===== src/rtl/cmph_pkg.sv =====
package cmph_pkg;

  // ==========================================================
  // Controller modes
  typedef enum logic [1:0] {
    CMPH_MODE_PROG,
    CMPH_MODE_RUN,
    CMPH_MODE_TEST,
    CMPH_MODE_SUSPEND
  } cmph_mode_t;

  // ==========================================================
  // Clock file field widths
  localparam int unsigned YEAR_W = 7;
  localparam int unsigned MON_W  = 4;
  localparam int unsigned DAY_W  = 5;
  localparam int unsigned HOUR_W = 5;
  localparam int unsigned MIN_W  = 6;
  localparam int unsigned SEC_W  = 6;
  localparam int unsigned DOW_W  = 3;

  // ==========================================================
  // Calendar limits
  localparam logic [MON_W-1:0]  MON_MAX  = 4'hc;
  localparam logic [HOUR_W-1:0] HOUR_MAX = 5'h17;
  localparam logic [MIN_W-1:0]  MIN_MAX  = 6'h3b;
  localparam logic [SEC_W-1:0]  SEC_MAX  = 6'h3b;
  localparam logic [DOW_W-1:0]  DOW_MAX  = 3'h6;
  localparam logic [DAY_W-1:0]  DAY_FEB_LEAP = 5'h1d;
  localparam logic [DAY_W-1:0]  DAY_FEB  = 5'h1c;
  localparam logic [DAY_W-1:0]  DAY_SHORT = 5'h1e;
  localparam logic [DAY_W-1:0]  DAY_LONG  = 5'h1f;
  localparam logic [MON_W-1:0]  MON_FEB  = 4'h2;

  // ==========================================================
  // Reset values and timing
  localparam logic [YEAR_W-1:0] YEAR_RST = 7'h00;
  localparam logic [MON_W-1:0]  MON_RST  = 4'h0;
  localparam logic [DAY_W-1:0]  DAY_RST  = 5'h00;
  localparam int unsigned CLK_HZ      = 40_000_000;
  localparam int unsigned TICK_HZ     = 1;
  localparam int unsigned TICK_CYCLES = CLK_HZ / TICK_HZ;

endpackage


===== src/rtl/cmph_date_check.sv =====
`timescale 1ns/10ps
module cmph_date_check (
  // Candidate date and time
  input  wire logic [6:0] year,
  input  wire logic [3:0] month,
  input  wire logic [4:0] day,
  input  wire logic [4:0] hour,
  input  wire logic [5:0] minute,
  input  wire logic [5:0] second,
  input  wire logic [2:0] dow,
  // Verdict
  output logic            valid
);

  // ==========================================================
  // Days in month, leap year every fourth year of the century
  logic [4:0] dmax;
  always_comb begin
    case (month)
      4'h4, 4'h6, 4'h9, 4'hb: dmax = cmph_pkg::DAY_SHORT;
      cmph_pkg::MON_FEB: dmax = (year[1:0] == 2'h0) ?
        cmph_pkg::DAY_FEB_LEAP : cmph_pkg::DAY_FEB;
      default: dmax = cmph_pkg::DAY_LONG;
    endcase
  end

  // Any one bad field spoils the whole write
  always_comb begin
    valid = (month != 4'h0) && (month <= cmph_pkg::MON_MAX) &&
            (day != 5'h00) && (day <= dmax) &&
            (hour <= cmph_pkg::HOUR_MAX) &&
            (minute <= cmph_pkg::MIN_MAX) &&
            (second <= cmph_pkg::SEC_MAX) &&
            (dow <= cmph_pkg::DOW_MAX) &&
            (year <= 7'h63);
  end

endmodule


===== src/rtl/cmph_tick.sv =====
`timescale 1ns/10ps
module cmph_tick #(
  parameter int unsigned CYCLES = cmph_pkg::TICK_CYCLES
) (
  // Clock and reset
  input  wire logic clk,
  input  wire logic sys_rst,
  // Restart and pulse
  input  wire logic clr,
  output logic      tick
);

  // ==========================================================
  // One-second enable divider
  logic [31:0] cnt_q;
  always_ff @(posedge clk or posedge sys_rst) begin
    if (sys_rst) begin
      cnt_q <= 32'h0;
      tick  <= 1'b0;
    end else if (clr) begin
      cnt_q <= 32'h0;
      tick  <= 1'b0;
    end else if (cnt_q == 32'(CYCLES - 1)) begin
      cnt_q <= 32'h0;
      tick  <= 1'b1;
    end else begin
      cnt_q <= cnt_q + 32'h1;
      tick  <= 1'b0;
    end
  end

endmodule


===== src/rtl/cmph_top.sv =====
// Overview of operation
// - Probe for the clock module on entering run or test from a non-executing state; the power-up probe sees the synchronisers at reset, so finds none.
// - When found, copy module date, time and status into the clock file.
// - Module inserted during run or test stays ignored until non-executing.
// - Removal in run mode is detected by the end of the current scan.
// - Removal in run mode clears every date and time field of the clock file to zero.
// - Valid writes from a programmer or peer take effect at once while a module is attached.
// - Invalid writes are refused and the clock keeps its contents.
// - Battery-low flag reads 1 while the module battery is low.
// - Battery-low flag reads 0 when battery is good or no module.
// - Clock keeps counting normally while the battery is low.
// - Powering off with a low battery loses the clock contents.
`timescale 1ns/10ps
module cmph_top #(
  parameter int unsigned TICK_CYCLES = cmph_pkg::TICK_CYCLES
) (
  // Clock and reset
  input  wire logic                  clk,
  input  wire logic                  sys_rst,
  // Controller state
  input  wire cmph_pkg::cmph_mode_t  mode,
  input  wire logic                  fault,
  input  wire logic                  scan_end,
  // Module pins
  input  wire logic                  mod_present_n,
  input  wire logic                  mod_batt_low,
  input  wire logic                  mod_lost,
  input  wire logic [6:0]            mod_year,
  input  wire logic [3:0]            mod_month,
  input  wire logic [4:0]            mod_day,
  input  wire logic [4:0]            mod_hour,
  input  wire logic [5:0]            mod_minute,
  input  wire logic [5:0]            mod_second,
  input  wire logic [2:0]            mod_dow,
  // Date and time write request
  input  wire logic                  wr_req,
  input  wire logic [6:0]            wr_year,
  input  wire logic [3:0]            wr_month,
  input  wire logic [4:0]            wr_day,
  input  wire logic [4:0]            wr_hour,
  input  wire logic [5:0]            wr_minute,
  input  wire logic [5:0]            wr_second,
  input  wire logic [2:0]            wr_dow,
  input  wire logic                  clk_disable,
  output logic                       wr_ack,
  output logic                       wr_nak,
  // Clock function file
  output logic [6:0]                 year_q,
  output logic [3:0]                 month_q,
  output logic [4:0]                 day_q,
  output logic [4:0]                 hour_q,
  output logic [5:0]                 minute_q,
  output logic [5:0]                 second_q,
  output logic [2:0]                 dow_q,
  output logic                       battery_low_flag,
  output logic                       clk_enabled_q,
  output logic                       attached_q
);

  // ==========================================================
  // Pin synchronisers
  logic [2:0] s1_q;
  logic [2:0] s2_q;
  always_ff @(posedge clk or posedge sys_rst) begin
    if (sys_rst) begin
      s1_q <= 3'h0;
      s2_q <= 3'h0;
    end else begin
      s1_q <= {~mod_present_n, mod_batt_low, mod_lost};
      s2_q <= s1_q;
    end
  end
  logic present;
  logic batt_low;
  logic lost;
  assign present  = s2_q[2];
  assign batt_low = s2_q[1];
  assign lost     = s2_q[0];

  // ==========================================================
  // Execution state and probe request
  logic executing;
  logic exec_q;
  logic boot_q;
  logic gone_q;
  assign executing = ((mode == cmph_pkg::CMPH_MODE_RUN) ||
                      (mode == cmph_pkg::CMPH_MODE_TEST)) && !fault;
  always_ff @(posedge clk or posedge sys_rst) begin
    if (sys_rst) begin
      exec_q <= 1'b0;
      boot_q <= 1'b1;
    end else begin
      exec_q <= executing;
      boot_q <= 1'b0;
    end
  end

  logic probe;
  // Probe at power-up, and whenever executing rises: entry into run or test from a non-executing state, or fault clearing
  assign probe = boot_q || (executing && !exec_q);

  // ==========================================================
  // Attachment tracking
  // While executing, a newly inserted module is not looked at, so a
  // card pushed in mid-run cannot disturb the running program.
  logic pend_rm_q;
  always_ff @(posedge clk or posedge sys_rst) begin
    if (sys_rst) begin
      attached_q <= 1'b0;
      pend_rm_q  <= 1'b0;
    end else if (probe || !executing) begin
      attached_q <= present;
      pend_rm_q  <= 1'b0;
    end else if (attached_q && !present) begin
      pend_rm_q  <= 1'b1;
      if (scan_end || pend_rm_q) begin
        attached_q <= 1'b0;
      end
    end else begin
      pend_rm_q <= 1'b0;
    end
  end
  // Removal is acted on at the latest at the end of the current scan;
  // pend_rm_q clears it one cycle after the removal is seen, even without scan_end.
  assign gone_q = attached_q && !present && executing &&
                  (scan_end || pend_rm_q);

  // ==========================================================
  // Write validation
  logic wr_ok;
  cmph_date_check u_check (
    .year   (wr_year),
    .month  (wr_month),
    .day    (wr_day),
    .hour   (wr_hour),
    .minute (wr_minute),
    .second (wr_second),
    .dow    (wr_dow),
    .valid  (wr_ok)
  );

  logic tick;
  cmph_tick #(
    .CYCLES (TICK_CYCLES)
  ) u_tick (
    .clk     (clk),
    .sys_rst (sys_rst),
    .clr     (wr_req && wr_ok),
    .tick    (tick)
  );

  always_ff @(posedge clk or posedge sys_rst) begin
    if (sys_rst) begin
      wr_ack <= 1'b0;
      wr_nak <= 1'b0;
    end else begin
      wr_ack <= wr_req && wr_ok && attached_q;
      wr_nak <= wr_req && !(wr_ok && attached_q);
    end
  end

  // ==========================================================
  // Calendar roll-over
  logic [4:0] dmax;
  always_comb begin
    case (month_q)
      4'h4, 4'h6, 4'h9, 4'hb: dmax = cmph_pkg::DAY_SHORT;
      cmph_pkg::MON_FEB: dmax = (year_q[1:0] == 2'h0) ?
        cmph_pkg::DAY_FEB_LEAP : cmph_pkg::DAY_FEB;
      default: dmax = cmph_pkg::DAY_LONG;
    endcase
  end

  // ==========================================================
  // Clock function file
  always_ff @(posedge clk or posedge sys_rst) begin
    if (sys_rst) begin
      // Contents behind a low battery are not trusted across power loss
      year_q   <= cmph_pkg::YEAR_RST;
      month_q  <= cmph_pkg::MON_RST;
      day_q    <= cmph_pkg::DAY_RST;
      hour_q   <= 5'h00;
      minute_q <= 6'h00;
      second_q <= 6'h00;
      dow_q    <= 3'h0;
    end else if (gone_q || (probe && !present) ||
                 (!executing && !present)) begin
      year_q   <= 7'h00;
      month_q  <= 4'h0;
      day_q    <= 5'h00;
      hour_q   <= 5'h00;
      minute_q <= 6'h00;
      second_q <= 6'h00;
      dow_q    <= 3'h0;
    end else if ((probe || (!executing && !attached_q)) && present) begin
      // Lost flag is a pin, so only its synchronised copy is read
      year_q   <= lost ? 7'h00 : mod_year;
      month_q  <= lost ? 4'h0 : mod_month;
      day_q    <= lost ? 5'h00 : mod_day;
      hour_q   <= lost ? 5'h00 : mod_hour;
      minute_q <= lost ? 6'h00 : mod_minute;
      second_q <= lost ? 6'h00 : mod_second;
      dow_q    <= lost ? 3'h0 : mod_dow;
    end else if (wr_req && wr_ok && attached_q) begin
      year_q   <= wr_year;
      month_q  <= wr_month;
      day_q    <= wr_day;
      hour_q   <= wr_hour;
      minute_q <= wr_minute;
      second_q <= wr_second;
      dow_q    <= wr_dow;
    end else if (tick && attached_q && clk_enabled_q) begin
      // Battery state plays no part in counting
      if (second_q != cmph_pkg::SEC_MAX) begin
        second_q <= second_q + 6'h01;
      end else begin
        second_q <= 6'h00;
        if (minute_q != cmph_pkg::MIN_MAX) begin
          minute_q <= minute_q + 6'h01;
        end else begin
          minute_q <= 6'h00;
          if (hour_q != cmph_pkg::HOUR_MAX) begin
            hour_q <= hour_q + 5'h01;
          end else begin
            hour_q <= 5'h00;
            dow_q  <= (dow_q == cmph_pkg::DOW_MAX) ? 3'h0 : dow_q + 3'h1;
            if (day_q < dmax) begin
              day_q <= day_q + 5'h01;
            end else begin
              day_q <= 5'h01;
              if (month_q != cmph_pkg::MON_MAX) begin
                month_q <= month_q + 4'h1;
              end else begin
                month_q <= 4'h1;
                year_q  <= (year_q == 7'h63) ? 7'h00 : year_q + 7'h01;
              end
            end
          end
        end
      end
    end
  end

  // ==========================================================
  // Status bits
  always_ff @(posedge clk or posedge sys_rst) begin
    if (sys_rst) begin
      battery_low_flag <= 1'b0;
      clk_enabled_q    <= 1'b1;
    end else begin
      // No module attached always reads as a good battery
      battery_low_flag <= batt_low && present &&
                          (attached_q || !executing);
      // Storage mode: a disabled clock stops counting to save battery
      if (clk_disable) begin
        clk_enabled_q <= 1'b0;
      end else if (wr_req && wr_ok && attached_q) begin
        clk_enabled_q <= 1'b1;
      end
    end
  end

endmodule


===== config.mk =====
export PLATFORM = sky130hd
export DESIGN_NAME = cmph_top
export DESIGN_NICKNAME = d
export VERILOG_FILES = /design/src/rtl/cmph_pkg.sv /design/src/rtl/cmph_date_check.sv /design/src/rtl/cmph_tick.sv /design/src/rtl/cmph_top.sv
export SDC_FILE = /design/constraint.sdc
export NUM_CORES = 1
export LEC_CHECK = 0
export BUFFER_PORTS_ARGS = -buffer_cell sky130_fd_sc_hd__buf_4
export CORE_MARGIN = 8
export CORE_UTILIZATION = 55
export DETAILED_ROUTE_END_ITERATION = 12
export PLACE_DENSITY = 0.91
export REMOVE_ABC_BUFFERS = 1
export SETUP_SLACK_MARGIN = 0.4
export SYNTH_ARGS = -nofsm -noshare
export SYNTH_HDL_FRONTEND = slang
export SYNTH_HIERARCHICAL = 1
export SYNTH_SLANG_ARGS = --single-unit

===== constraint.sdc =====
create_clock -name clk -period 3.2 [get_ports clk]
set_input_delay 0.64 -clock clk [delete_from_list [all_inputs] [get_ports clk]]
set_output_delay 0.64 -clock clk [all_outputs]
set_load 0.05 [all_outputs]

# --- Word level (Yosys, flattened, before mapping) ---
# Cells that the tools add are included.
word_totals:
  regBits: 83
  input_bits: 83
classes:
  n_addsub: 8
  order_cmp: 8
  n_eq_ne: 24
  muxes: 75
  bitwise_logic: 1
  n_reduce_logical: 55
op_table:
  columns: ["cell", "n"]
  rows:
  - ["two-way mux 5 bit", 17]
  - ["two-way mux 6 bit", 13]
  - ["two-way mux 7 bit", 11]
  - ["two-way mux 32 bit", 2]
  - ["two-way mux 4 bit", 10]
  - ["adder 32 x 1 -> 32 bit, second input constant", 1]
  - ["equality test 32 x 26 -> 1 bit, second input constant", 1]
  - ["two-way mux 3 bit", 9]
  - ["logical AND 1 bit", 25]
  - ["!= test 4 x 3 -> 1 bit, second input constant", 5]
  - ["equality test 4 x 3 -> 1 bit, second input constant", 4]
  - ["equality test 4 bit, second input constant", 4]
  - ["adder 6 x 1 -> 6 bit, second input constant", 2]
  - ["<= comparator 6 bit, second input constant", 2]
  - ["!= test 6 bit, second input constant", 2]
  - ["two-way mux 1 bit", 11]
  - ["adder 5 x 1 -> 5 bit, second input constant", 2]
  - ["case mux 5 bit (2 select lines)", 1]
  - ["equality test 4 x 2 -> 1 bit, second input constant", 2]
  - ["logical OR 1 bit", 8]
  - ["nonzero test 4 bit", 2]
  - ["OR reduction 4 bit", 2]
  - ["adder 7 x 1 -> 7 bit, second input constant", 1]
  - ["equality test 7 bit, second input constant", 1]
  - ["other kinds (24)", 33]

# --- Longest topological paths before layout ---
# Gate-level depths: netlist of run 1.
logic_depth:
  ltp_word: 15
  ltp_mapped: 16

# --- Cells and area by module ---
# Netlist of run 1, hierarchy kept.
modules_own_cells:
  columns: ["mod", "n_inst", "cells_each", "area_per_inst_um2"]
  rows:
  - ["cmph_top", 1, 391, 3418.3]
  - ["cmph_tick", 1, 188, 1819.2]
  - ["cmph_date_check", 1, 23, 155.1]

# --- Least setup slack after synthesis of run 1 ---
# Ideal clock, no wire load.
synth_timing:
  path_kind: "input port to flip-flop"
  start: "input port wr_month[3]"
  end: "register second_q[0]"
  arrival_time_ns: 3.043
  required_time_ns: 3.081
  setup_slack_ns: 0.038
  cell_stages: 13
  path_buffers: 1
  cell_sequence: "nor4b_1 > ha_1 > nand2b_1 > a221oi_1 > nor4_1 > and2_1 > nand2_2 > inv_2 > buf_1 > nor2_1 > a221oi_1 > o2bb2ai_1 > o21a_1"
synth_between:
  elab_chain_cells: 15
synth_lines:
  columns: ["element", "line", "text"]
  rows:
  - ["start, declared", "cmph_top.sv:38", "input wire logic [3:0] wr_month,"]
  - ["equality test 4 x 3 -> 1 bit / equality test 4 bit (equally long branches)", "cmph_date_check.sv:19", "case (month)"]
  - ["OR reduction 4 bit", "cmph_date_check.sv:19", null]
  - ["case mux 5 bit (2 select lines)", "cmph_date_check.sv:19", null]
  - ["<= comparator 5 bit", "cmph_date_check.sv:30", "(day != 5'h00) && (day <= dmax) &&"]
  - ["logical AND 1 bit * (2 in series)", "cmph_date_check.sv:30", null]
  - ["logical AND 1 bit *", "cmph_date_check.sv:31", "(hour <= cmph_pkg::HOUR_MAX) &&"]
  - ["logical AND 1 bit *", "cmph_date_check.sv:32", "(minute <= cmph_pkg::MIN_MAX) &&"]
  - ["logical AND 1 bit *", "cmph_date_check.sv:33", "(second <= cmph_pkg::SEC_MAX) &&"]
  - ["logical AND 1 bit *", "cmph_date_check.sv:34", "(dow <= cmph_pkg::DOW_MAX) &&"]
  - ["via wr_ok", "cmph_top.sv:130", "logic wr_ok;"]
  - ["logical AND 1 bit * (2 in series)", "cmph_top.sv:204", "end else if (wr_req && wr_ok && attached_q) begin"]
  - ["two-way mux 6 bit", "cmph_top.sv:204", null]
  - ["two-way mux 6 bit", "cmph_top.sv:195", "end else if ((probe || (!executing && !attached_q)) && present) begin"]
  - ["two-way mux 6 bit", "cmph_top.sv:186", "end else if (gone_q || (probe && !present) ||"]
  - ["end signal, assigned", "cmph_top.sv:202", "second_q <= lost ? 6'h00 : mod_second;"]
  - ["end signal, assigned", "cmph_top.sv:210", "second_q <= wr_second;"]
  - ["end signal, assigned", "cmph_top.sv:215", "second_q <= second_q + 6'h01;"]
  - ["end, declared", "cmph_top.sv:53", "output logic [5:0] second_q,"]
# Mark *: on every way through the listed nets, which the timed path passes. The rest lies on a longest branch.
# A chain may end at the register's enable or synchronous reset.

# --- Worst setup path in the final report of run 1 ---
layout_timing:
  start: "input port wr_year[0]"
  end: "register month_q[3]"
layout_between:
  elab_chain_cells: 15
layout_lines:
  columns: ["element", "line", "text"]
  rows:
  - ["start, declared", "cmph_top.sv:37", "input wire logic [6:0] wr_year,"]
  - ["zero test 2 bit", "cmph_date_check.sv:21", "cmph_pkg::MON_FEB: dmax = (year[1:0] == 2'h0) ?"]
  - ["two-way mux 1 bit", "cmph_date_check.sv:21", null]
  - ["case mux 5 bit (2 select lines)", "cmph_date_check.sv:19", null]
  - ["<= comparator 5 bit", "cmph_date_check.sv:30", null]
  - ["logical AND 1 bit (2 in series)", "cmph_date_check.sv:30", null]
  - ["logical AND 1 bit", "cmph_date_check.sv:31", null]
  - ["logical AND 1 bit", "cmph_date_check.sv:32", null]
  - ["logical AND 1 bit", "cmph_date_check.sv:33", null]
  - ["logical AND 1 bit *", "cmph_date_check.sv:34", null]
  - ["via wr_ok", "cmph_top.sv:130", null]
  - ["logical AND 1 bit * (2 in series)", "cmph_top.sv:204", null]
  - ["branches (longest 3 deep; another with AND reduction 5 bit)", null, null]
  - ["end signal, assigned", "cmph_top.sv:180", "month_q <= cmph_pkg::MON_RST;"]
  - ["end signal, assigned", "cmph_top.sv:198", "month_q <= lost ? 4'h0 : mod_month;"]
  - ["end signal, assigned", "cmph_top.sv:206", "month_q <= wr_month;"]
  - ["end, declared", "cmph_top.sv:49", "output logic [3:0] month_q,"]
# Mark *: on every way through the listed nets, which the timed path passes.

==> run_results.csv, run 1 <==
group,metric,value,unit
outcome,status,"complete, no violations",
placement,pre_cts_ws,-164,ps
detailed_routing,dr.pass1.iters,10,
sta,setup_ws,162,ps
pwr,p_int,1.82,mW
sta,finClkSkew,21.4,ps
detailed_routing,drt-total-wl,18.7,mm
cells_and_area,fin_util,73.9,%
detailed_routing,drt_drc_violations_left,0,
critical_path,worst_setup_path_start_kind,"input pin",
pwr,p_comb_share,31.6,%
global_route,grt_start_max_net_pins,40,
clock_network,htreeDepth,3,
critical_path,critPathArrivalTime,3350,ps
detailed_routing,drtIter0Drc,978,
floorplanning,dieHeight,115,um
floorplanning,die-area,13200,um2
floorplanning,die_x,115,um
global_route,antenna_found_initial,0,
clock_network,cts_tree,"yes",
floorplanning,core,9640,um2
pwr,p_seq_share,42.4,%
pwr,p_sw,1.18,mW
synth,ys.warnings.count,6,
synth,ys_seq_area_share,38.6,%
sta,slew_violations,0,
synth,syn-instance-count,602,
synth,yosysUniqueCellTypes,75,
floorplanning,pin_count,124,
pwr,pwr-share-clk,26.0,%
hold_path,hold_path_class,"input pin to async pin",
placement,numPortBuffers,123,
clock_network,cts_sinks,83,
synth,yosysTopAreaCellShare,37.6,%
clock_network,clk_pin_slew,100,ps
critical_path,crit_top_cell,"buf_4",
flow_run,maxCapViolCount,0,
detailed_routing,ant_nets,0,
detailed_routing,wl_per_cell,21.1,um
pwr,ir_worst_vdd,0.000466,V
critical_path,max_stage_delay,320,ps
global_route,grt_pass1_vias,5464,
pwr,power.share.switching,39.4,%
global_route,grt_pass1_wl,27.2,mm
critical_path,critPathCaptureType,"flip-flop",
cells_and_area,regArea,2080,um2
synth,synth_seq_cells,83,
critical_path,cp_top_family,"compound AO/OA/AOI/OAI gates",
synth,synth_area_leader_cell,"dfrtp_1",
cells_and_area,area_delta_synth_final,32.1,%
cells_and_area,drive_gt1_share,33.7,%
critical_path,crit_buf_inv,4,
cells_and_area,multi_input_area,3230,um2
detailed_routing,via_count,5907,
synth,synthTopCellsByArea,"dfrtp_1, a21oi_1, nand2_1",
global_route,grt-ovfl-total,0,
placement,dp_hpwl,12.9,mm
cells_and_area,finish.instance_area,7130,um2
floorplanning,start_util,55.9,%
critical_path,criticalPathCategory,"input pin to flip-flop",
clock_network,cts_buffers,9,
cells_and_area,fin_nets,849,
pwr,power,3.00,mW
cells_and_area,diodes,0,
placement,gp_congestion,0.942,
sta,period_minus_slack,3040,ps
sta,max_slew_margin,4.48,%
sta,period_share,94.9,%
clock_network,clk_latency,380,ps
clock_network,cts-root-buf,"clkbuf_8",
critical_path,critPathRequiredTime,3510,ps
global_route,grt_use_total,25.8,%
sta,worst-slew-pin-transition,1430,ps
sta,rsz0062_at_grt,"true",
pwr,power_density,422,nW/um2
synth,syn_avg_cell_area,8.96,um2
cells_and_area,fillers,686,
floorplanning,rows,36,
placement,placed_area,6570,um2
detailed_routing,viasPerCell,6.64,
sta,hold_slack,191,ps
synth,synth_edf_count,0,
sta,hold_violations,0,
clock_network,ctsHoldBuffers,0,
synth,async_flop_share,100,%
synth,syn_area,5390,um2
critical_path,crit_chain,"buf_6 > o21ai_2 > a211oi_2 > a31oi_1 > ha_2 > a221oi_2 > nor4_2 > buf_4 > and2_4 > nand2_4 > buf_4 > buf_8 > nor2_1 > a211o_1 > a21oi_2 > mux2_4",
sta,setup_viol_count_final,0,
critical_path,cpMaxStageDelayCell,"ha_2",
critical_path,path_max_fanout,6,
synth,synthFlopType,"dfrtp_1",
pwr,total_leakage_power,3.13,nW
clock_network,clockBufferDepth,2,
sta,fmax,329,MHz
-- layout by cell type, fill, tap and decap left out, drive strengths merged, types with 5 or more instances in the layout --
cell      n
buf     169
dfrtp    81
nand2    61
a21oi    54
nor2     51
nand3    31
o21ai    27
inv      24
o31ai    23
or4      21
nand4    17
nor3     16
xor2     15
a211oi   15
ha       14
xnor2    13
a31oi    11
clkbuf   10
nor4      8
a22oi     7
a221oi    7
o41ai     7
or2       6
or3       5
-- power by group through the flow --
stage | logic (mW) | clock network, mW | registers, mW
finish | 0.950 | 0.781 | 1.27
global route | 1.00 | 0.832 | 1.29
CTS | 0.875 | 0.780 | 1.26
detailed placement | 0.856 | 0 | 1.28
global placement | 0.828 | 0 | 1.28
floorplan | 0.336 | 0 | 1.43
-- what timing repair did --
item                       4_1_cts  5_1_grt
pin swaps                        7       24
cloned                           0        1
resized for setup               16       40
setup endpoints to repair       26       35
buffers inserted                 3        7
-- metrics by stage --
stage / setup TNS [ps] / std cells
global placement: -281 / 863
finish: 0 / 890
CTS: 0 / 882
global route: 0 / 890
floorplan: -4210 / 571
detailed placement: -1420 / 863
-- worst register-to-register path, cell delays in order, from the launching register on --
cell and delay, ps:
dfrtp_1 540, inv_1 130, ha_1 240, nand2b_1 90, nor2_1 50, ha_1 290, o2111ai_1 170, a31oi_4 360
a21oi_1 150, o21ai_2 360, mux2_4 350
-- final timing paths --
check / startpoint / end / slack, ps / cells after the start
min in group clk: s1_q[0]$_DFF_PP0_ / s2_q[0]$_DFF_PP0_ / 350 / 0
setup reg to reg: month_q[0]$_DFFE_PP0P_ / month_q[2]$_DFFE_PP0P_ / 370 / 10
max in group asynchronous: sys_rst / clk_enabled_q$_DFFE_PP1P_ / 2210 / 3
hold reg to reg: s1_q[0]$_DFF_PP0_ / s2_q[0]$_DFF_PP0_ / 350 / 0
setup / recovery: wr_year[0] / month_q[3]$_DFFE_PP0P_ / 160 / 16
hold / removal: sys_rst / s1_q[1]$_DFF_PP0_ / 190 / 2
-- routing by layer --
| metal | vias up | share of wire (%) | track usage, % | routed length [um] |
|---|---|---|---|---|
| met5 | - | 0 | 0 | 0 |
| li1 | 2550 | - | - | - |
| met1 | 2840 | 37 | 31.4 | 6920 |
| met4 | 0 | 3.7 | 8.93 | 701 |
| met3 | 95 | 11 | 6.72 | 2110 |
| met2 | 422 | 48 | 43.3 | 9020 |
-- synthesized netlist by cell type (all sizes together) (2+ instances only) --
| master | n |
|---|---|
| nor3b | 3 |
| o211ai | 4 |
| buf | 15 |
| xnor2 | 13 |
| nor2b | 2 |
| or3 | 5 |
| dfrtp | 81 |
| nor4 | 8 |
| nor3 | 16 |
| or2 | 6 |
| dfstp | 2 |
| ha | 14 |
| mux2i | 2 |
| nand4 | 17 |
| and2 | 4 |
| nand3b | 3 |
| a31oi | 11 |
| xor2 | 15 |
| a221oi | 7 |
| or4 | 21 |
| o22ai | 2 |
| a211oi | 15 |
| a22oi | 7 |
| inv | 21 |
| nor2 | 51 |
| mux2 | 4 |
| o21ai | 27 |
| and3 | 4 |
| nor4b | 2 |
| nand2b | 3 |
| nand2 | 61 |
| o2bb2ai | 2 |
| a21oi | 54 |
| o31ai | 23 |
| o21a | 2 |
| clkbuf | 15 |
| nand3 | 31 |
| and4 | 2 |
| o41ai | 7 |
| a211o | 3 |
| o2111ai | 2 |
-- registers in the layout (all words and copies together) (netlist names), 3 cells and up --
register	cells
s1_q	3
year_q	7
u_tick/cnt_q	32
dow_q	3
month_q	4
s2_q	3
second_q	6
day_q	5
minute_q	6
hour_q	5
-- logic make-up (layout without fill, tap and decap cells) --
| group | after synthesis | count (layout) | share of synthesized area (%) |
|---|---|---|---|
| muxes | 6 | 6 | 1.21 |
| buffers and inverters | 52 | 207 | 5.61 |
| xor gates and xnor gates | 28 | 28 | 4.55 |
| adders and majority gates | 14 | 14 | 3.25 |
| and+or+nand+nor | 242 | 242 | 24.2 |
| DFF | 83 | 83 | 38.6 |
| other | 1 | 1 | 0.0695 |
| AOI/OAI and AO/OA | 176 | 176 | 22.6 |
-- area by class of cell --
class	instances	share of cell area, %
sequential	83	29.2
timing repair buffer	170	19.1
tap	133	2.34
clock buffer	9	1.74
inverter	21	1.21
multi-input combinational	467	45.3
clock inverter	7	1.14
Power figures use the tool's default switching activity.
==> run 2, diff against run 1 <==
- SETUP_SLACK_MARGIN: 0.4 -> not set
==> run 2 against run 1 <==
Total power shrank 3.4%. Setup slack improved by 8.2 ps. Final area fell by 4.7%. Register-to-register slack improved by 120 ps. Via count fell by 6.0%. Sequential cell count unchanged. First-iteration DRC count fell by 39%. Wire length decreased by 9.5%. Utilization shrank 3.5 points. Count of clock-buffer cells in the layout unchanged. Sequential share of layout area grew 1.4 points.
==> run_results.csv, run 2 (synthesis gave the netlist of run 1 again) <==
group,metric,value,unit
outcome,status,"complete, no violations",
clock_network,cts_tree,"yes",
pwr,power.share.switching,38.6,%
sta,hold_violations,0,
cells_and_area,fillers,758,
critical_path,max_stage_delay,320,ps
pwr,p_seq_share,43.7,%
detailed_routing,ant_nets,0,
placement,numPortBuffers,123,
floorplanning,pin_count,124,
sta,fmax,330,MHz
cells_and_area,largest_reg_flops,32,
clock_network,cts_buffers,9,
sta,finClkSkew,14.8,ps
clock_network,post_cts_buffers,0,
pwr,power,2.90,mW
cells_and_area,layoutNonFillerInstCount,879,
sta,setup_ws,170,ps
clock_network,cts-root-buf,"clkbuf_8",
detailed_routing,via_count,5555,
placement,placed_area,6570,um2
detailed_routing,drt-total-wl,17.0,mm
cells_and_area,drive_gt1_share,29.1,%
sta,hold_slack,189,ps
placement,gp_congestion,0.942,
floorplanning,dieHeight,115,um
placement,dp_hpwl,12.9,mm
critical_path,crit_chain,"buf_4 > o21ai_0 > a211oi_1 > a31oi_1 > ha_1 > a221oi_1 > nor4_1 > buf_4 > and2_1 > nand2_2 > inv_2 > buf_4 > a211o_1 > o211ai_1 > a21oi_1 > mux2_2",
pwr,total_leakage_power,2.99,nW
hold_path,hold_path_class,"input pin to async pin",
critical_path,r2r_setup_slack,490,ps
floorplanning,die_x,115,um
detailed_routing,viasPerCell,6.32,
pwr,ir_worst_vdd,0.000465,V
cells_and_area,mostFrequentLayoutCell,"buf_4",
critical_path,critPathRequiredTime,3450,ps
cells_and_area,final_cell_mix,"buf_4, dfrtp_1, nand2_1",
floorplanning,core,9640,um2
clock_network,htreeDepth,3,
critical_path,path_max_fanout,8,
placement,pre_cts_ws,-164,ps
cells_and_area,fin_util,70.4,%
floorplanning,rows,36,
pwr,p_sw,1.12,mW
pwr,power_density,427,nW/um2
cells_and_area,area_delta_synth_final,25.9,%
cells_and_area,finish.instance_area,6790,um2
cells_and_area,fin_nets,838,
sta,setup_tns,0,ps
detailed_routing,wl_per_cell,19.3,um
critical_path,crit_top_cell,"buf_4",
clock_network,clk_pin_slew,100,ps
clock_network,clockBufferDepth,2,
clock_network,cts_sinks,83,
critical_path,critPathArrivalTime,3280,ps
floorplanning,die-area,13200,um2
pwr,p_comb_share,29.7,%
sta,period_minus_slack,3030,ps
pwr,pwr-share-clk,26.5,%
critical_path,criticalPathCategory,"input pin to flip-flop",
sta,setup_viol_count_final,0,
global_route,grt_pass1_wl,26.8,mm
floorplanning,start_util,55.9,%
cells_and_area,reg_top3,"u_tick/cnt_q x32, year_q x7",
cells_and_area,diodes,0,
global_route,grt-ovfl-total,0,
sta,rsz0062_at_grt,"false",
critical_path,cpMaxStageDelayCell,"a221oi_1",
placement,place_inst,863,
detailed_routing,drt_drc_violations_left,0,
critical_path,critPathCaptureType,"flip-flop",
detailed_routing,drtIter0Drc,599,
pwr,p_int,1.78,mW
sta,worst-slew-pin-transition,1260,ps
sta,period_share,94.7,%
cells_and_area,top_register,"u_tick/cnt_q",
sta,slew_violations,0,
global_route,antenna_found_initial,0,
global_route,grt_pass1_vias,5390,
clock_network,clk_latency,370,ps
global_route,grt_use_total,25.3,%
critical_path,worst_setup_path_start_kind,"input pin",
global_route,grt_start_max_net_pins,40,
sta,max_slew_margin,15.7,%
flow_run,maxCapViolCount,0,
detailed_routing,dr.pass1.iters,7,
-- run 2: changes by cell type in the layout (fill, tap and decap cells not counted), sizes merged --
cell | previous run | this run
clkbuf | 10 | 9
buf | 169 | 159
-- run 2: repair_timing --
item | CTS | global route
endpoints found under the setup margin | 0 | 2
hold buffers | 0 | 0
resized for setup | 0 | 2
-- run 2: worst paths after layout --
check / to / startpoint / cells after the start
worst max-delay path: month_q[2]$_DFFE_PP0P_ / wr_month[1] / 16
worst min-delay path: s1_q[1]$_DFF_PP0_ / sys_rst / 2
worst max register to register: year_q[0]$_DFFE_PP0P_ / month_q[0]$_DFFE_PP0P_ / 9
worst min register to register: s2_q[0]$_DFF_PP0_ / s1_q[0]$_DFF_PP0_ / 0
max in group asynchronous: clk_enabled_q$_DFFE_PP1P_ / sys_rst / 3
min in group clk: s2_q[0]$_DFF_PP0_ / s1_q[0]$_DFF_PP0_ / 0
-- run 2: area by class of cell --
type / count / area (um2) / share of cell area [%]
Clock buffer: 9 / 124 / 1.82
Sequential cell: 83 / 2080 / 30.6
Inverter: 21 / 78.8 / 1.16
Clock inverter: 7 / 81.3 / 1.20
Multi-Input combinational cell: 467 / 3030 / 44.6
Timing Repair Buffer: 159 / 1230 / 18.1
Tap cell: 133 / 166 / 2.45
-- run 2: power groups by stage --
| stage | Combinational, mW | Clock, mW | Sequential, mW |
|---|---|---|---|
| global placement | 0.828 | 0 | 1.28 |
| detailed placement | 0.856 | 0 | 1.28 |
| global route | 0.923 | 0.824 | 1.28 |
| CTS | 0.860 | 0.780 | 1.26 |
| finish | 0.863 | 0.770 | 1.27 |
| floorplan | 0.336 | 0 | 1.43 |
-- run 2: critical path: cells and delay by family --
kind	cells	cell delay [ps]
AND/OR/NAND/NOR	3	370
AO/OA/AOI/OAI	7	1130
multiplexers	1	320
buffers and inverters	4	550
adder cells (fa/ha/maj)	1	270
-- run 2: per-layer routing --
metal  vias up  global-route usage [%]  wire, um
met4         0                    8.67       260
met2       301                    42.0      8300
met3        34                    6.72      1640
li1       2523                       -         -
met5         -                       0         0
met1      2697                    31.1      6760
==> run 3, diff against run 2 <==
- REMOVE_ABC_BUFFERS: 1 -> not set
==> run 3 against run 2 <==
Combinational power hardly changed. Critical endpoint is now year_q[6]$_DFFE_PP0P_. Utilization hardly changed. Non-clock buffer count is 5 higher. Final area barely moved. Global-route usage grew 0.092 points. Wire length down 0.31%. Sequential share of layout area about the same. Total power is 2.4% lower. Clock skew increased by 1.7 ps.
==> run_results.csv, run 3 (synthesis gave the netlist of run 1 again) <==
group,metric,value,unit
cells_and_area,final_cell_mix,"buf_4, dfrtp_1, nand2_1",
critical_path,cp_top_family,"compound AO/OA/AOI/OAI gates",
pwr,ir_worst_vdd,0.000343,V
floorplanning,rows,36,
critical_path,worst_setup_path_start_kind,"input pin",
outcome,status,"complete, no violations",
placement,gp_congestion,0.925,
critical_path,path_max_fanout,14,
detailed_routing,viasPerCell,6.45,
floorplanning,die-area,13200,um2
sta,slew_violations,0,
pwr,total_leakage_power,2.99,nW
floorplanning,dieHeight,115,um
placement,pre_cts_ws,-325,ps
clock_network,clk_pin_slew,90,ps
critical_path,crit_top_cell,"buf_4",
critical_path,cpMaxStageDelayCell,"a221oi_1",
clock_network,clk_latency,370,ps
clock_network,htreeDepth,3,
placement,place_inst,865,
floorplanning,pin_count,124,
cells_and_area,drive_gt1_share,29.0,%
cells_and_area,largest_reg_flops,32,
sta,rsz0062_at_grt,"false",
clock_network,cts-root-buf,"clkbuf_8",
pwr,power_density,417,nW/um2
synth,syn_nets,699,
sta,period_minus_slack,3050,ps
global_route,grt-ovfl-total,0,
hold_path,hold_depth,0,
critical_path,critPathRequiredTime,3460,ps
sta,setup_tns,0,ps
sta,setup_ws,145,ps
critical_path,cp.depth,15,
detailed_routing,ant_nets,0,
clock_network,clockBufferDepth,2,
cells_and_area,diodes,0,
sta,fmax,327,MHz
critical_path,ff2ff_path_depth,10,
critical_path,critPathArrivalTime,3320,ps
sta,hold_violations,0,
global_route,grt_use_total,25.4,%
sta,finClkSkew,16.5,ps
clock_network,cts_tree,"yes",
placement,numPortBuffers,123,
cells_and_area,reg_top3,"u_tick/cnt_q x32, year_q x7",
critical_path,crit_chain,"buf_4 > o21ai_0 > a211oi_1 > a31oi_1 > ha_1 > a221oi_1 > nor4_1 > buf_4 > and2_1 > nand2_2 > inv_4 > buf_4 > nor4_1 > a211oi_1 > o41ai_1",
cells_and_area,layoutNonFillerInstCount,884,
detailed_routing,via_count,5703,
flow_run,maxCapViolCount,0,
clock_network,cts_sinks,83,
global_route,antenna_found_initial,0,
floorplanning,core,9640,um2
critical_path,max_stage_delay,360,ps
detailed_routing,dr.pass1.iters,5,
clock_network,cts_buffers,9,
global_route,grt_start_max_net_pins,51,
cells_and_area,mostFrequentLayoutCell,"buf_4",
detailed_routing,drt_drc_violations_left,0,
sta,max_slew_margin,28.5,%
detailed_routing,drtIter0Drc,595,
floorplanning,die_x,115,um
cells_and_area,fin_util,70.5,%
critical_path,crit_buf_inv,4,
critical_path,criticalPathCategory,"input pin to flip-flop",
hold_path,hold_path_class,"flip-flop to flip-flop",
global_route,grt_pass1_wl,26.9,mm
detailed_routing,wl_per_cell,19.1,um
cells_and_area,fin_nets,843,
sta,period_share,95.5,%
critical_path,critPathCaptureType,"flip-flop",
cells_and_area,area_delta_synth_final,25.9,%
placement,dp_hpwl,12.7,mm
detailed_routing,drt-total-wl,16.9,mm
sta,worst-slew-pin-transition,1070,ps
global_route,grt_pass1_vias,5440,
sta,setup_viol_count_final,0,
cells_and_area,top_register,"u_tick/cnt_q",
floorplanning,start_util,55.9,%
==> run 3: cell count changes in the layout (fill, tap and decap cells not counted), moves of 2 or more <==
cell,previous run,this run
clkinvlp_4,0,2
clkinv_8,2,0
clkbuf_1,0,3
buf_4,156,161
inv_8,2,0
==> run 3: area by class of cell <==
cell class | count | area, um2
Timing Repair Buffer | 164 | 1270
Inverter | 21 | 81.3
Fill cell | 749 | 2850
Sequential cell | 83 | 2080
Clock buffer | 13 | 149
Clock inverter | 3 | 23.8
Tap cell | 133 | 166
Multi-Input combinational cell | 467 | 3020
==> run 3: repair_timing <==
item / 4_1_cts / 5_1_grt
setup buffers: 0 / 3
resized for setup: 0 / 2
hold buffers: 0 / 0
endpoints found under the setup margin: 0 / 5
==> run 3: power breakdown <==
part,switching [mW],internal [mW]
registers,0.133,1.13
clock network,0.396,0.306
logic,0.521,0.343
total,1.05,1.78
==> run 3: layer usage <==
layer / wire [um] / vias to the layer above / global-route usage (%)
li1: - / 2547 / -
met1: 6440 / 2754 / 30.5
met2: 8000 / 343 / 41.7
met3: 1870 / 59 / 6.62
met4: 607 / 0 / 12.1
met5: 0 / - / 0
==> run 3: worst paths after layout <==
check                                        from                          to  slack (ps)
max in group asynchronous                 sys_rst        day_q[1]$_DFFE_PP0P_        1980
min                             s1_q[1]$_DFF_PP0_           s2_q[1]$_DFF_PP0_         350
max reg2reg                month_q[0]$_DFFE_PP0P_       year_q[0]$_DFFE_PP0P_         570
max                                    wr_year[1]       year_q[6]$_DFFE_PP0P_         150
min in group asynchronous                 sys_rst  u_tick/cnt_q[18]$_DFF_PP0_         380
min reg2reg                     s1_q[1]$_DFF_PP0_           s2_q[1]$_DFF_PP0_         350
==> run 3: stage by stage <==
step                      hold slack (ps)  cell area, um2  total power, mW
after floorplan                       331            5390             1.80
after global placement                333            6590             2.10
after detailed placement              338            6590             2.13
after CTS                             355            6760             2.83
after global routing                  365            6790             2.97
final                                 353            6790             2.83
